<file path="src/core/irq_rst_defs.vh">
`ifndef IRQ_RST_DEFS_VH
`define IRQ_RST_DEFS_VH
// ==========================================================
// Register offsets (byte addresses)
`define OFF_FLAG 12'h000
`define OFF_MASK 12'h004
`define OFF_STATUS 12'h008
`define OFF_CTRL 12'h00C
// ==========================================================
// Field positions
`define BIT_TIMER 0
`define BIT_CHANGE 1
`define BIT_EXT 2
`define ST_HALTED 0
`define ST_WDOG 1
`define ST_EDGE 2
`define ST_GIE 3
`define ST_SLEEP 4
// ==========================================================
// Vectors and reset values
`define VEC_IRQ 11'h008
`define VEC_SWI 11'h001
`define FLAG_RST 3'h0
`define MASK_RST 3'h0
`define DIR_RST 8'hFF
`endif

</file>
<file path="src/core/irq_and_reset_status.v">
// Register access over APB and the register offsets were left to the implementer.
`timescale 1ns/1ps
// How it works
// - Power-on, reset-pin pulse, or watchdog expiry each start a reset.
// - Power-on: edge flag 0, watchdog flag 1, halted marker 1.
// - Reset pin while running: edge flag 0, other two kept.
// - Reset pin waking sleep: edge 0, watchdog 1, halted 0.
// - Watchdog expiry while running: edge 0, watchdog 0, halted kept.
// - Watchdog expiry waking sleep: all three cleared.
// - Pin-change wake: edge 1, watchdog 1, halted 0.
// - Watchdog-clear sets watchdog and halted; sleep sets watchdog, clears halted.
// - Three falling-edge sources: timer overflow, port change, external pin; the timer is taken on its rising edge here, the port on any change.
// - Only input pins change-detect; bit 0 excluded when used as interrupt.
// - Enabled change interrupt wakes the core from sleep.
// - After wake, continue in-line if disabled, else vector 008H.
// - Enable instruction sets global enable, disable instruction clears it.
// - Enabled interrupt fetches next instruction from 008H.
// - Flags other than change flag set regardless of mask or enable.
// - Effective request is flag AND mask.
// - Return-from-interrupt sets global enable like the enable instruction.
// - Software interrupt fetches from 001H.
// - Status flags readable in the processor status register.
`include "irq_rst_defs.vh"
module irq_and_reset_status (
  input wire pclk,
  input wire presetn,
  input wire psel,
  input wire penable,
  input wire pwrite,
  input wire [11:0] paddr,
  input wire [31:0] pwdata,
  output reg [31:0] prdata,
  output wire pready,
  output wire pslverr,
  input wire reset_pin_n,
  input wire watchdog_timer_expire,
  input wire free_running_timer_ovf,
  input wire [7:0] port6_pins,
  input wire [7:0] port6_dir,
  input wire port6_bit0_is_int,
  input wire port6_read,
  input wire global_irq_enable_instr,
  input wire global_irq_disable_instr,
  input wire return_from_irq_instr,
  input wire watchdog_clear_instr,
  input wire sleep_instr,
  input wire swi_instr,
  output reg vector_valid,
  output reg [10:0] vector_addr,
  output wire core_reset,
  output wire sleeping,
  output wire [2:0] irq_pending
);
// ==========================================================
// Pin synchronisers (two flops before any logic)
reg [7:0] p6_s1_r;
reg [7:0] p6_s2_r;
reg rst_s1_r;
reg rst_s2_r;
reg rst_s3_r;
always @(posedge pclk or negedge presetn) begin
  if (!presetn) begin
    p6_s1_r <= `DIR_RST;
    p6_s2_r <= `DIR_RST;
    rst_s1_r <= 1'b1;
    rst_s2_r <= 1'b1;
    rst_s3_r <= 1'b1;
  end else begin
    p6_s1_r <= port6_pins;
    p6_s2_r <= p6_s1_r;
    rst_s1_r <= reset_pin_n;
    rst_s2_r <= rst_s1_r;
    rst_s3_r <= rst_s2_r;
  end
end
// ==========================================================
// Event detection
reg [7:0] p6_ref_r;
reg ext_prev_r;
reg tmr_prev_r;
wire [7:0] chg_en = port6_dir & ~{7'h00, port6_bit0_is_int};
wire change_evt = |((p6_s2_r ^ p6_ref_r) & chg_en);
wire ext_fall = port6_bit0_is_int & ext_prev_r & ~p6_s2_r[0];
wire tmr_evt = free_running_timer_ovf & ~tmr_prev_r;
wire pin_pulse = rst_s2_r & ~rst_s3_r;
// ==========================================================
// Flags, mask, status
reg [2:0] flag_r;
reg [2:0] mask_r;
reg halted_r;
reg wdog_r;
reg edge_r;
reg gie_r;
reg sleep_r;
reg reset_pulse_r;
wire wr = psel & penable & pwrite;
wire rd_ok = (paddr == `OFF_FLAG) | (paddr == `OFF_MASK) | (paddr == `OFF_STATUS) | (paddr == `OFF_CTRL);
wire [2:0] pend = flag_r & mask_r;
wire change_wake = sleep_r & change_evt & mask_r[`BIT_CHANGE];
always @(posedge pclk or negedge presetn) begin
  if (!presetn) begin
    p6_ref_r <= `DIR_RST;
    ext_prev_r <= 1'b1;
    tmr_prev_r <= 1'b0;
    flag_r <= `FLAG_RST;
    mask_r <= `MASK_RST;
    halted_r <= 1'b1;
    wdog_r <= 1'b1;
    edge_r <= 1'b0;
    gie_r <= 1'b0;
    sleep_r <= 1'b0;
    reset_pulse_r <= 1'b0;
    vector_valid <= 1'b0;
    vector_addr <= 11'h000;
  end else begin
    ext_prev_r <= p6_s2_r[0];
    tmr_prev_r <= free_running_timer_ovf;
    vector_valid <= 1'b0;
    reset_pulse_r <= 1'b0;
    if (port6_read)
      p6_ref_r <= p6_s2_r;
    if (pin_pulse) begin
      reset_pulse_r <= 1'b1;
      edge_r <= 1'b0;
      flag_r <= `FLAG_RST;
      mask_r <= `MASK_RST;
      gie_r <= 1'b0;
      sleep_r <= 1'b0;
      if (sleep_r) begin
        wdog_r <= 1'b1;
        halted_r <= 1'b0;
      end // keeps both otherwise
    end else if (watchdog_timer_expire) begin
      reset_pulse_r <= 1'b1;
      edge_r <= 1'b0;
      wdog_r <= 1'b0;
      flag_r <= `FLAG_RST;
      mask_r <= `MASK_RST;
      gie_r <= 1'b0;
      sleep_r <= 1'b0;
      if (sleep_r)
        halted_r <= 1'b0;
    end else begin
      // Set beats clear so an event in the clear cycle is kept
      if (wr && paddr == `OFF_FLAG)
        flag_r <= pwdata[2:0] & flag_r | {ext_fall, change_evt & mask_r[`BIT_CHANGE], tmr_evt};
      else
        flag_r <= flag_r | {ext_fall, change_evt & mask_r[`BIT_CHANGE], tmr_evt};
      if (wr && paddr == `OFF_MASK)
        mask_r <= pwdata[2:0];
      if (change_wake) begin
        edge_r <= 1'b1;
        wdog_r <= 1'b1;
        halted_r <= 1'b0;
        sleep_r <= 1'b0;
        p6_ref_r <= p6_s2_r;
        if (gie_r) begin
          vector_valid <= 1'b1;
          vector_addr <= `VEC_IRQ;
          gie_r <= 1'b0;
        end
      end else if (watchdog_clear_instr) begin
        wdog_r <= 1'b1;
        halted_r <= 1'b1;
      end else if (sleep_instr) begin
        wdog_r <= 1'b1;
        halted_r <= 1'b0;
        sleep_r <= 1'b1;
      end
      if (!change_wake) begin
        if (swi_instr) begin
          vector_valid <= 1'b1;
          vector_addr <= `VEC_SWI;
          gie_r <= 1'b0;
        end else if (gie_r && |pend && !sleep_r) begin
          vector_valid <= 1'b1;
          vector_addr <= `VEC_IRQ;
          gie_r <= 1'b0;
        end else if (global_irq_enable_instr || return_from_irq_instr)
          gie_r <= 1'b1;
        else if (global_irq_disable_instr)
          gie_r <= 1'b0;
      end
    end
  end
end
// ==========================================================
// APB: zero wait states; unmapped addresses error and read zero
assign pready = 1'b1;
assign pslverr = psel & penable & ~rd_ok;
always @* begin
  prdata = 32'h0000_0000;
  case (paddr)
    `OFF_FLAG: prdata = {29'h0000_0000, flag_r};
    `OFF_MASK: prdata = {29'h0000_0000, mask_r};
    `OFF_STATUS: prdata = {27'h000_0000, sleep_r, gie_r, edge_r, wdog_r, halted_r};
    default: prdata = 32'h0000_0000;
  endcase
end
assign core_reset = reset_pulse_r;
assign sleeping = sleep_r;
assign irq_pending = pend;
endmodule // irq_and_reset_status

</file>
<file path="config.mk">
export PLATFORM = sky130hd
export DESIGN_NAME = irq_and_reset_status
export DESIGN_NICKNAME = d
export VERILOG_FILES = /design/src/core/irq_and_reset_status.v
export VERILOG_INCLUDE_DIRS = /design/src /design/src/core
export SDC_FILE = /design/constraint.sdc
export NUM_CORES = 1
export LEC_CHECK = 0
export BUFFER_PORTS_ARGS = -buffer_cell sky130_fd_sc_hd__buf_2
export CORE_ASPECT_RATIO = 1.25
export CORE_UTILIZATION = 25
export DETAILED_ROUTE_END_ITERATION = 10
export GPL_ROUTABILITY_DRIVEN = 0
export SLEW_MARGIN = 20
export SYNTH_ARGS = -nofsm -noshare
export SYNTH_HDL_FRONTEND = slang
export SYNTH_SLANG_ARGS = --single-unit
</file>
<file path="constraint.sdc">
create_clock -name pclk -period 2.1 [get_ports pclk]
set_input_delay 0.525 -clock pclk [delete_from_list [all_inputs] [get_ports pclk]]
set_output_delay 0.525 -clock pclk [all_outputs]
set_load 0.01 [all_outputs]
</file>
==> results <==
- The run finished with clean final reports.
- The origin of the critical flop-to-flop path is p6_s2_r[0].
- Static timing analysis puts the maximum clock frequency at 0.4936 GHz.
- The cell count after synthesis is 196.
- The tree is rooted in a clkbuf_16.
- The worst register-to-register path ends at p6_ref_r[2].
- The fraction of the cycle the final worst path needs is 96.48%.
- The element type at the critical path start is an input pin.
- The cell type contributing the most total cell area after synthesis is dfstp_2.
- The total of warnings raised by yosys is 0.
- The worst reg2reg path depth is 6.
- TritonCTS built the clock tree.
- The clock slew at the register clock pins of the worst setup and hold paths is 70 ps.
- Of the synthesized area, sequential elements account for 56.71%.
- In the synthesized netlist, the cells that appear most often are dfstp_2 (30), buf_4 (28), dfrtp_1 (23), nor2_1 (14).
- Fill cells in the final layout number 947.
- The smallest clock period supported by the final layout is computed as 2026 ps.
- The power density over the cells is 754.2 nW/um^2.
- Broken down by cell family, the worst path's largest delay share belongs to simple AND/OR/NAND/NOR gates.
- The floorplan step defined a die boundary enclosing 10020 um^2.
- Summed over its instances, the top area cell type makes up 32.78% of the synthesized netlist area.
- Synthesis instantiated 40 different standard cells from the library.
- The die is 89.73 um wide.
- The area after detailed placement is 2833 um^2.
- For this design, the slowest cell found on the critical path is nor4_4.
- The largest buffer count on any clock path is 2.
- The path type of the worst min-delay path is in -> async.
- Data on the critical path arrives at its endpoint at 1500 ps.
- The total track usage is 10.11%.
- After synthesis, the share of flip-flops with an asynchronous set or reset is 100.0%.
- After detailed routing, the average wire length per cell comes to 11.85 um.
- The library cell with the highest instance count after synthesis is dfstp_2.
- The final setup violation count is 0.
- The effective utilization at floorplan is 26.08%.
- The tool flagged a number of max-cap violations equal to 0.
- The detail route stage leaves a number of antenna-violating nets equal to 0.
- The total length of routed wires is 4693 um.
- The synthesized netlist occupies a cell area of 2405 um^2.
- The wire length of the first global-routing pass is 7941 um.
- Setup repair after global routing could not meet its margin everywhere.
- The number of enable flip-flop cells after synthesis is 0.
- STA classifies the critical path endpoint as a primary output.
- The largest net degree at the start of global routing is 26.
- Averaged over all synthesized cells, the footprint is 12.27 um^2.
- The vias per cell is 3.942.
- The final sum of negative setup slack is 0 ps.
- In this run, synthesis produced a sequential element count of 53.
- At the worst endpoint, the required time is 1570 ps.
- The number of hold violations in the final report is 0.
- The clock latency on the worst-skew pair is 290 ps.
- The setup check on the worst reg-to-reg path leaves a slack of 170 ps.
- In the synthesized netlist the dominant register cell turns out to be dfstp_2.
- The total grt overflow is 0.
- The first routing iteration left 29 violations.
- The total iterations of the first detailed-routing run is 3.
- The level count of the clock H-tree is 2.
- The setup skew after layout is 5.557 ps.
- Of all nets on the critical path, the largest fanout is 7.
- For this run, the slowest stage of the critical path takes 280 ps.
- 127 I/O pins were placed.
- The placeable core area is 9223 um^2.
- The total count of max-transition violations in the final report came to 0.
- The initial antenna violation count is 1.
- The number of global-route vias before repair is 1589.
- With fillers left out, the area of the finished cells amounts to 3047 um^2.
- The number of buffers created by CTS is 5.
- The post-layout net count is 347.
- The share of cells above drive strength 1 is 47.06%.
- Once the clock tree was built, the setup fixing pass inserted 0 buffers.
- The total number of placement rows is 39.
- The maximum ir drop on the vdd rail is 0.4028 mV.
- Detailed placement finished with a half-perimeter wire length of 3559 um.
- The type of the worst setup path is in -> out.
- The clock sink count is 53.
- After clock tree synthesis, the flow added hold-fix buffers numbering 0.
- The detailed-route DRC error count is 0.
- The area growth from synthesis to layout is 26.69%.
- The die is 111.7 um tall.
- In this run the tool buffered the top-level ports with 69 buffer cells.
- Sorting the synthesized cells by area gives the leading types as dfstp_2 (33%), dfrtp_1 (24%), buf_4 (8.7%).
- The signal on the critical path passes through buf_6 > nor4_4 > nand3_2 > nor2_2 > and3_1 > buf_2.
- The count of vias placed by the detailed router is 1561.
- Counting both buffers and inverters, the worst setup path holds a total of 2.
- The analysis attributes to cell leakage a power of 1.487 nW.
## registers in the layout (all words and copies together) (netlist names)
register / cells
rst_s3_r: 1
tmr_prev_r: 1
vector_valid: 1
ext_prev_r: 1
p6_ref_r: 8
flag_r: 3
wdog_r: 1
p6_s2_r: 8
p6_s1_r: 8
vector_addr: 11
halted_r: 1
sleeping: 1
rst_s1_r: 1
core_reset: 1
mask_r: 3
gie_r: 1
edge_r: 1
rst_s2_r: 1
## layout make-up
cell class | count | area (um^2) | share of cell area [%]
antenna | 1 | 2.502 | 0.08214
clock buffer | 7 | 142.6 | 4.682
clock inverter | 1 | 30.03 | 0.9856
inverter | 11 | 41.29 | 1.355
multi-input combinational | 125 | 878.3 | 28.83
sequential | 53 | 1364 | 44.76
tap | 123 | 153.9 | 5.051
timing repair buffer | 75 | 434.2 | 14.25
## report_power, final
part           internal, mW  switching, mW  leakage (nW)
Combinational         0.106          0.123         0.779
Sequential             1.10         0.0293         0.624
Clock                 0.595          0.344        0.0841
## cells by family (layout without fill, tap and decap cells)
| logic type | count (synthesis) | in the layout | synth area share [%] |
|---|---|---|---|
| xor gates and xnor gates | 8 | 8 | 2.914 |
| and+or+nand+nor | 46 | 46 | 11.91 |
| muxes | 14 | 14 | 7.492 |
| other | 2 | 29 | 0.3123 |
| buffers and inverters | 44 | 94 | 11.65 |
| AOI/OAI and AO/OA | 29 | 29 | 9.002 |
| DFF | 53 | 53 | 56.71 |
## routing by layer
metal  track usage, %  up-vias  wire length [um]
met1            12.19      733              1985
li1                 -      758                 -
met3            4.235        7               404
met4            3.607        0                73
met2            16.15       63              2229
met5                0        -                 0
## metrics by stage
stage	utilization (%)	power, mW	instances	setup slack, ps	hold WS [ps]
after floorplan	-	1.300	222	183.7	229.4
after detailed placement	30.71	1.373	387	22.23	347.2
after CTS	32.59	2.343	395	50.41	171.9
after global placement	30.71	1.367	387	60.07	345.8
after global routing	33.01	2.420	395	-15.47	188.4
final	33.03	2.298	396	73.88	170.0
## repair_timing
action	in CTS	in global routing
endpoints found under the setup margin	0	2
endpoints found under the hold margin	0	0
resized for setup	0	6
## worst max path at each step
stage / cells past startpoint / startpoint / to
finish: 6 / paddr[4] / prdata[3]
global route: 6 / paddr[6] / prdata[3]
CTS: 6 / paddr[1] / prdata[3]
detailed placement: 6 / paddr[1] / mask_r[2]
global placement: 6 / paddr[7] / prdata[4]
floorplan: 6 / paddr[7] / mask_r[1]
## layout by cell type (no fill, tap or decap), drive strengths merged, types with 2 or more instances in the layout
cell and count:
a211oi 3, a21oi 10, a22oi 4, and2 3
and3 5, buf 75, clkbuf 7, conb 28
dfrtp 23, dfstp 30, inv 11, mux2 8
mux2i 6, nand2b 3, nand3 3, nor2 14
nor3b 9, nor4 2, o21ai 3, xor2 8
(Power assumes the default switching activity.)
